## src/pin_select_pkg.sv

```systemverilog
`default_nettype none

package pin_select_pkg;

  // ----------------------------------------------------------------------
  // Register byte addresses
  // ----------------------------------------------------------------------
  localparam logic [7:0] ADDR_PORT_A_DIRECTION   = 8'h00;
  localparam logic [7:0] ADDR_PORT_A_OUTPUT_DATA = 8'h04;
  localparam logic [7:0] ADDR_PORT_A_PIN_STATE   = 8'h08;
  localparam logic [7:0] ADDR_ALT_PIN_SELECT     = 8'h0C;
  localparam logic [7:0] ADDR_PORT_NINE_CTRL     = 8'h10;
  localparam logic [7:0] ADDR_CH1_TIMER_CFG      = 8'h14;
  localparam logic [7:0] ADDR_CH2_TIMER_CFG      = 8'h18;
  localparam logic [7:0] ADDR_PRESCALER_CFG      = 8'h1C;

  // ----------------------------------------------------------------------
  // Reset values and field positions
  // ----------------------------------------------------------------------
  localparam logic [7:0] RESET_BYTE        = 8'h00;
  localparam logic [31:0] UNDEFINED_READ   = 32'h0000_0000;
  localparam int ALT_CH2_A_BIT             = 0;
  localparam int ALT_CH1_B_BIT             = 1;
  localparam int P9_DIR90_BIT              = 0;
  localparam int P9_DIR91_BIT              = 1;
  localparam int P9_OUT90_BIT              = 2;
  localparam int P9_OUT91_BIT              = 3;
  localparam int P9_EXPANDED_BIT           = 4;
  localparam int P9_LWR_EN_BIT             = 5;
  localparam int P9_CS2_EN_BIT             = 6;
  // Timer config: [3:0] mode, [7:4] A io, [11:8] B io, [13:12] clear select
  localparam int CFG_MODE_LSB              = 0;
  localparam int CFG_IOA_LSB               = 4;
  localparam int CFG_IOB_LSB               = 8;
  localparam int CFG_CCLR_LSB              = 12;
  // Prescaler config: [2:0] ch0, [5:3] ch2
  localparam int PSC_CH0_LSB               = 0;
  localparam int PSC_CH2_LSB               = 3;

  // ----------------------------------------------------------------------
  // Timer encodings
  // ----------------------------------------------------------------------
  localparam logic [3:0] MODE_NORMAL       = 4'h0;
  localparam logic [3:0] MODE_PWM1         = 4'h2;
  localparam logic [3:0] MODE_PWM2         = 4'h3;
  localparam logic [1:0] MODE_PHASE_TOP    = 2'h1;
  localparam logic [2:0] PSC_EXT_CLOCK_C   = 3'h7;
  localparam logic [1:0] IO_INPUT_TOP      = 2'h2;
  localparam logic [1:0] CCLR_CH1_SYNC     = 2'h2;
  localparam logic [1:0] CCLR_CH2_SYNC     = 2'h1;

endpackage

`default_nettype wire

```

## src/port_pin_function_select.sv

```systemverilog
//
// Overview of operation
// - P91 feeds ch2 A capture when selected
// - PWM1 on relocated ch2 A suppresses ch2 B output
// - P90 ch1 B timer functions only when relocation set
// - Expanded mode drives low strobe on P90
// - P90 feeds ch1 B capture when selected
// - Prescaler 111 with relocation set makes P90 clock C input
// - Ch2 phase-count with relocation clear uses clock C
// - Port A is eight bidirectional pins
// - Direction bit one drives, resets to zero
// - Direction register write-only, reads undefined
// - Output data register readable, resets zero
// - Pin-state read mixes data and pin level
//
// Added by the designer: the placing of the registers and the APB slave port.
`timescale 1ns/1ps
`default_nettype none

module port_pin_function_select
  import pin_select_pkg::*;
#(
  parameter int PORT_A_WIDTH = 8
) (
  input  wire logic                    pclk,
  input  wire logic                    presetn,
  input  wire logic                    psel,
  input  wire logic                    penable,
  input  wire logic                    pwrite,
  input  wire logic [7:0]              paddr,
  input  wire logic [31:0]             pwdata,
  output logic                         pready,
  output logic [31:0]                  prdata,
  output logic                         pslverr,
  input  wire logic [PORT_A_WIDTH-1:0] port_a_in,
  output logic [PORT_A_WIDTH-1:0]      port_a_out,
  output logic [PORT_A_WIDTH-1:0]      port_a_oe_n,
  input  wire logic                    pin90_in,
  output logic                         pin90_out,
  output logic                         pin90_oe_n,
  input  wire logic                    pin91_in,
  output logic                         pin91_out,
  output logic                         pin91_oe_n,
  input  wire logic                    low_write_strobe,
  input  wire logic                    chip_select_2,
  input  wire logic                    ch1_b_compare_out,
  input  wire logic                    ch2_a_compare_out,
  input  wire logic                    ch2_b_compare_out,
  output logic                         ch2_b_output_allowed,
  output logic                         ch1_b_capture_compare,
  output logic                         ch1_b_capture_valid,
  output logic                         ch2_a_capture_compare,
  output logic                         ch2_a_capture_valid,
  output logic                         ext_clock_c_input,
  output logic                         ext_clock_c_valid
);

  initial begin
    if (PORT_A_WIDTH != 8) $error("port A is eight pins wide");
  end

  // ----------------------------------------------------------------------
  // Registers
  // ----------------------------------------------------------------------
  logic [7:0]  port_a_direction;
  logic [7:0]  port_a_output_data;
  logic [1:0]  alt_pin_select_reg;
  logic [6:0]  port_nine_ctrl;
  logic [13:0] ch1_cfg;
  logic [13:0] ch2_cfg;
  logic [5:0]  prescaler_cfg;

  // ----------------------------------------------------------------------
  // APB decode
  // ----------------------------------------------------------------------
  wire logic wr_en       = psel && penable && pwrite;
  wire logic hit_dir     = (paddr == ADDR_PORT_A_DIRECTION);
  wire logic hit_data    = (paddr == ADDR_PORT_A_OUTPUT_DATA);
  wire logic hit_state   = (paddr == ADDR_PORT_A_PIN_STATE);
  wire logic hit_alt     = (paddr == ADDR_ALT_PIN_SELECT);
  wire logic hit_p9      = (paddr == ADDR_PORT_NINE_CTRL);
  wire logic hit_ch1     = (paddr == ADDR_CH1_TIMER_CFG);
  wire logic hit_ch2     = (paddr == ADDR_CH2_TIMER_CFG);
  wire logic hit_psc     = (paddr == ADDR_PRESCALER_CFG);
  wire logic hit_any     = hit_dir | hit_data | hit_state | hit_alt | hit_p9 | hit_ch1 | hit_ch2 | hit_psc;
  // Pin-state register is read-only, so a write to it errors like a miss
  wire logic bad_access  = !hit_any || (pwrite && hit_state);

  assign pready  = 1'b1;
  assign pslverr = psel && penable && bad_access;

  always_ff @(posedge pclk or negedge presetn) begin
    if (!presetn) begin
      port_a_direction   <= RESET_BYTE;
      port_a_output_data <= RESET_BYTE;
      alt_pin_select_reg <= 2'h0;
      port_nine_ctrl     <= 7'h00;
      ch1_cfg            <= 14'h0000;
      ch2_cfg            <= 14'h0000;
      prescaler_cfg      <= 6'h00;
    end else if (wr_en) begin
      if (hit_dir)  port_a_direction   <= pwdata[7:0];
      if (hit_data) port_a_output_data <= pwdata[7:0];
      if (hit_alt)  alt_pin_select_reg <= pwdata[1:0];
      if (hit_p9)   port_nine_ctrl     <= pwdata[6:0];
      if (hit_ch1)  ch1_cfg            <= pwdata[13:0];
      if (hit_ch2)  ch2_cfg            <= pwdata[13:0];
      if (hit_psc)  prescaler_cfg      <= pwdata[5:0];
    end
  end

  // ----------------------------------------------------------------------
  // Port A general I/O
  // ----------------------------------------------------------------------
  wire logic [7:0] port_a_pin_state = (port_a_direction & port_a_output_data)
                                    | (~port_a_direction & port_a_in);

  assign port_a_out  = port_a_output_data;
  assign port_a_oe_n = ~port_a_direction;

  // Direction has no read path at all; reads return a fixed filler value
  wire logic [31:0] next_prdata =
      hit_dir   ? UNDEFINED_READ :
      hit_data  ? {24'h000000, port_a_output_data} :
      hit_state ? {24'h000000, port_a_pin_state} :
      hit_alt   ? {30'h00000000, alt_pin_select_reg} :
      hit_p9    ? {25'h0000000, port_nine_ctrl} :
      hit_ch1   ? {18'h00000, ch1_cfg} :
      hit_ch2   ? {18'h00000, ch2_cfg} :
      hit_psc   ? {26'h0000000, prescaler_cfg} : 32'h0000_0000;

  assign prdata = (psel && !pwrite) ? next_prdata : 32'h0000_0000;

  // ----------------------------------------------------------------------
  // Timer field decode
  // ----------------------------------------------------------------------
  wire logic       ch2_a_relocate_sel  = alt_pin_select_reg[ALT_CH2_A_BIT];
  wire logic       ch1_b_relocate_sel  = alt_pin_select_reg[ALT_CH1_B_BIT];
  wire logic       expanded_mode_en    = port_nine_ctrl[P9_EXPANDED_BIT];
  wire logic       low_write_strobe_en = port_nine_ctrl[P9_LWR_EN_BIT];
  wire logic       chip_select_2_en    = port_nine_ctrl[P9_CS2_EN_BIT];
  wire logic       pin90_direction_bit = port_nine_ctrl[P9_DIR90_BIT];
  wire logic       pin91_direction_bit = port_nine_ctrl[P9_DIR91_BIT];
  wire logic [3:0] ch1_mode = ch1_cfg[CFG_MODE_LSB +: 4];
  wire logic [3:0] ch1_iob  = ch1_cfg[CFG_IOB_LSB +: 4];
  wire logic [1:0] ch1_cclr = ch1_cfg[CFG_CCLR_LSB +: 2];
  wire logic [3:0] ch2_mode = ch2_cfg[CFG_MODE_LSB +: 4];
  wire logic [3:0] ch2_ioa  = ch2_cfg[CFG_IOA_LSB +: 4];
  wire logic [1:0] ch2_cclr = ch2_cfg[CFG_CCLR_LSB +: 2];
  wire logic [2:0] psc_ch0  = prescaler_cfg[PSC_CH0_LSB +: 3];
  wire logic [2:0] psc_ch2  = prescaler_cfg[PSC_CH2_LSB +: 3];

  wire logic ch1_capture_mode = (ch1_mode == MODE_NORMAL) || (ch1_mode[3:2] == MODE_PHASE_TOP);
  wire logic ch2_capture_mode = (ch2_mode == MODE_NORMAL) || (ch2_mode[3:2] == MODE_PHASE_TOP);
  wire logic ch2_phase_count  = (ch2_mode[3:2] == MODE_PHASE_TOP);
  wire logic ch1_compare_out  = ch1_capture_mode && (ch1_iob[3] == 1'b0) && (ch1_iob[1:0] != 2'h0);
  wire logic ch1_pwm2_out     = (ch1_mode == MODE_PWM2) && (ch1_iob[1:0] != 2'h0)
                              && (ch1_cclr != CCLR_CH1_SYNC);
  wire logic ch2_compare_out  = ch2_capture_mode && (ch2_ioa[3] == 1'b0) && (ch2_ioa[1:0] != 2'h0);
  wire logic ch2_pwm1_out     = (ch2_mode == MODE_PWM1) && (ch2_ioa[1:0] != 2'h0);
  wire logic ch2_pwm2_out     = (ch2_mode == MODE_PWM2) && (ch2_ioa[1:0] != 2'h0)
                              && (ch2_cclr != CCLR_CH2_SYNC);

  // ----------------------------------------------------------------------
  // P90: low strobe, relocated ch1 B, clock C
  // ----------------------------------------------------------------------
  wire logic p90_strobe   = expanded_mode_en && low_write_strobe_en;
  wire logic p90_timer_out = ch1_b_relocate_sel && (ch1_compare_out || ch1_pwm2_out);
  wire logic p90_drive    = p90_strobe || p90_timer_out || pin90_direction_bit;

  assign pin90_out  = p90_strobe    ? low_write_strobe :
                      p90_timer_out ? ch1_b_compare_out : port_nine_ctrl[P9_OUT90_BIT];
  assign pin90_oe_n = !p90_drive;

  // Inputs sample the pin even while the strobe drives it
  assign ch1_b_capture_compare = pin90_in;
  assign ch1_b_capture_valid   = ch1_b_relocate_sel && ch1_capture_mode
                               && (ch1_iob[3:2] == IO_INPUT_TOP);
  assign ext_clock_c_input     = pin90_in;
  assign ext_clock_c_valid     = (ch1_b_relocate_sel && ((psc_ch0 == PSC_EXT_CLOCK_C)
                               || (psc_ch2 == PSC_EXT_CLOCK_C)))
                               || (!ch1_b_relocate_sel && ch2_phase_count);

  // ----------------------------------------------------------------------
  // P91: chip select 2, relocated ch2 A
  // ----------------------------------------------------------------------
  wire logic p91_cs       = expanded_mode_en && chip_select_2_en;
  wire logic p91_timer_out = ch2_a_relocate_sel && (ch2_compare_out || ch2_pwm1_out || ch2_pwm2_out);
  wire logic p91_drive    = p91_cs || p91_timer_out || pin91_direction_bit;

  assign pin91_out  = p91_cs        ? chip_select_2 :
                      p91_timer_out ? ch2_a_compare_out : port_nine_ctrl[P9_OUT91_BIT];
  assign pin91_oe_n = !p91_drive;

  assign ch2_a_capture_compare = pin91_in;
  assign ch2_a_capture_valid   = ch2_a_relocate_sel && ch2_capture_mode && ch2_ioa[3];
  assign ch2_b_output_allowed  = !(ch2_a_relocate_sel && ch2_pwm1_out);
endmodule // port_pin_function_select

`default_nettype wire

```

## config.mk

```make
export PLATFORM = sky130hd
export DESIGN_NAME = port_pin_function_select
export DESIGN_NICKNAME = d
export VERILOG_FILES = /design/src/pin_select_pkg.sv /design/src/port_pin_function_select.sv
export SDC_FILE = /design/constraint.sdc
export NUM_CORES = 1
export LEC_CHECK = 0
export BUFFER_PORTS_ARGS = -buffer_cell sky130_fd_sc_hd__buf_2
export CAP_MARGIN = 20
export CORE_ASPECT_RATIO = 1.75
export CORE_MARGIN = 1.5
export CORE_UTILIZATION = 50
export DETAILED_ROUTE_END_ITERATION = 16
export PLACE_DENSITY = 0.84
export SLEW_MARGIN = 20
export SYNTH_ARGS = -nofsm -noshare
export SYNTH_HDL_FRONTEND = slang
export SYNTH_SLANG_ARGS = --single-unit
```

## constraint.sdc

```tcl
create_clock -name pclk -period 2 [get_ports pclk]
set_clock_uncertainty 0.05 [all_clocks]
set_input_delay 0.1 -clock pclk [delete_from_list [all_inputs] [get_ports pclk]]
set_output_delay 0.1 -clock pclk [all_outputs]
set_load 0.03 [all_outputs]
```

==> results.toml <==
[status]
status = "finished clean"

[floorplanning]
dieWidth_um = 64.8
row_count = 39
core-area_um2 = 6490
io_pins = 121
start_util_pct = 51.5
die_h_um = 111
die_area_um2 = 7200

[routing]
num_vias = 2679
drcViolationCount = 0
drtIter0Drc = 103
ant_nets = 0
via_per_inst = 5.60
routed_wl_um = 8390
detail_route.first_pass.iterations = 4
wire_per_inst_um = 17.6

[worst_setup_path]
r2r-end = "ch2_cfg[0]"
required_ns = 1.85
cp-end-kind = "output port"
critPathKind = "input pin to output port"
rr_worst_depth = 1
path_max_fanout = 6
critPathLaunchType = "input pin"
r2r_start = "ch2_cfg[0]"
r2r_slack_ns = 1.09
worstPathArrival_ns = 1.81

[global_route]
grtUsageTotal_pct = 24.6
overflow = 0
grt_max_degree = 39
antenna_found_initial = 0
grt_pass1_wl_um = 13300
first_global_vias = 2687

[cells_and_area]
fin_util_pct = 66.7
n_fill_cell = 459
multi_input_area_um2 = 1690
area_growth_pct = 29.7
register_area_um2 = 1480
finalNetCount = 451
reg_top3 = "ch1_cfg: 14 flops, ch2_cfg: 14 flops"
antenna_cells = 0
drive_gt1_share_pct = 42.9

[synth]
synth_top_area_cell = "dfrtp_1"
yosysUniqueCellTypes = 43
ys_async_sr_fraction_pct = 100
syn_inst = 292
synth_edf_count = 0
ys_seq_area_share_pct = 44.2
synth_top_area_share_pct = 44.2
synth.cell_area_um2 = 3340
ys_top_cells_by_area = "dfrtp_1, mux2_2, mux2_1, buf_4, mux4_2"
ys_warn_count = 0
synth_flop_cell = "dfrtp_1"
postSynthAreaPerCell_um2 = 11.4
ys_ff_latch = 59

[pwr]
clkPwrFrac_pct = 52.3
switchingPower_uw = 720
leakage_nw = 2.19
power_density_nw_per_um2 = 729
combPwrFrac_pct = 8.8
peakVddDrop_uv = 675
sw_frac_of_total_pct = 22.8
seqPwrFrac_pct = 38.9
p_int_mw = 2.44
finalPower_mw = 3.16

[sta]
setup_slack_ns = 0.0416
setup_viol = 0
rsz0062_at_grt = "true"
maxSlewHeadroom_pct = 65.3
period_needed_ns = 1.96
fin_crit_sh_pct = 97.9
hold_viol = 0
setup_tns_ns = 0
worst_pin_slew_ns = 0.521
slew_viol_final = 0
max_freq_ghz = 0.511

[clock_network]
cts_sinks = 59
cts.path.max_buffers = 2
htreeDepth = 3
cts_buffers = 9
cts_tree = "done"
clkTransAtPathRegs_ns = 0.05
root_buffer = "clkbuf_16"
insertion_delay_ns = 0.33

[placement]
gp_congestion = 0.893
dp_slack_ns = -0.0181
place_hpwl_um = 6090
io_buffer_count = 77

[hold_path]
whs_path_depth = 2
hold_class = "input pin to register"
hold_path.startpoint = "pwdata[5]"
hold_end = "port_nine_ctrl[5]"

[flow_run]
cap_violations = 0
layout make-up:
type,instances,area share (%)
Tap cell,82,2.37
Clock inverter,4,1.70
Multi-Input combinational cell,207,39.0
Inverter,10,0.867
Timing Repair Buffer,104,16.3
Clock buffer,12,5.69
Sequential cell,59,34.1
metrics by stage:
stage	instances	area (µm²)	hold WS, ns
detailed placement	449	3820	0.0557
global placement	449	3820	0.0525
finish	478	4330	0.0386
CTS	473	4240	0.000154
global route	478	4330	0.0460
floorplan	309	3400	-0.246
synthesized netlist by cell type, drive strengths merged, types with 3 or more instances:
cell type,n
buf,29
nand2b,7
inv,10
mux2,60
nor3,9
dfrtp,59
nand2,10
mux2i,7
a22oi,13
and3,4
mux4,6
nor2,20
clkbuf,4
o21ai,8
nor2b,7
nor3b,3
nand3,10
layer usage:
layer	track usage, %	part of all wire [%]	wire length (µm)
met1	27.6	36	3020
met2	41.9	57	4760
met3	7.11	5.3	448
met4	11.5	1.9	161
met5	0	0	0
power groups by stage:
stage / combinational, mW / clock (mW) / sequential, mW
final: 0.278 / 1.65 / 1.23
after global routing: 0.302 / 1.74 / 1.23
after CTS: 0.273 / 1.66 / 1.23
after detailed placement: 0.259 / 0 / 1.25
after global placement: 0.254 / 0 / 1.25
after floorplan: 0.178 / 0 / 1.25
critical path, stage by stage:
cell and delay (ns):
buf_6 0.09, or4_4 0.54, nor3b_4 0.29, buf_4 0.17
nand3b_1 0.24, nor2_1 0.17, clkbuf_4 0.20
how the worst max path moves through the flow:
| stage | cells after the start | from | to |
|---|---|---|---|
| after CTS | 5 | ch1_cfg[13] | pin90_out |
| after detailed placement | 8 | paddr[7] | prdata[6] |
| after floorplan | 5 | paddr[7] | prdata[3] |
| after global routing | 7 | paddr[0] | prdata[8] |
| final | 7 | paddr[0] | prdata[13] |
| after global placement | 8 | paddr[7] | prdata[5] |
kinds of logic (layout without fill, tap and decap cells):
| family | Yosys count | in the layout | synth area share (%) |
|---|---|---|---|
| and+or+nand+nor | 78 | 78 | 13.3 |
| other | 2 | 19 | 0.225 |
| AOI/OAI and AO/OA | 37 | 37 | 8.09 |
| muxes | 73 | 73 | 26.4 |
| DFF | 59 | 59 | 44.2 |
| buffers and inverters | 43 | 130 | 7.86 |
cells in the final DEF (no fill, tap or decap), types with 3 or more instances in the layout:
cell	instances
buf_2	64
dfrtp_1	58
mux2_2	42
buf_4	23
nor2_1	20
conb_1	19
mux2_1	18
a22oi_1	13
inv_1	10
nand2_1	10
clkbuf_16	9
dlygate4sd3_1	9
nor2b_1	7
nand2b_1	7
mux2i_1	7
o21ai_0	7
nand3_1	6
mux4_2	6
nor3_1	5
nand3_2	4
and3_1	4
buf_12	4
nor3_2	3
buf_6	3
what timing repair did:
item | in CTS | in global routing
hold endpoints to repair | 35 | 1
setup buffers | 0 | 4
endpoints found under the setup margin | 3 | 13
hold buffers | 8 | 1
pin swaps | 1 | 14
resized for setup | 5 | 22
Note: power is estimated with default switching activity, not from simulation.
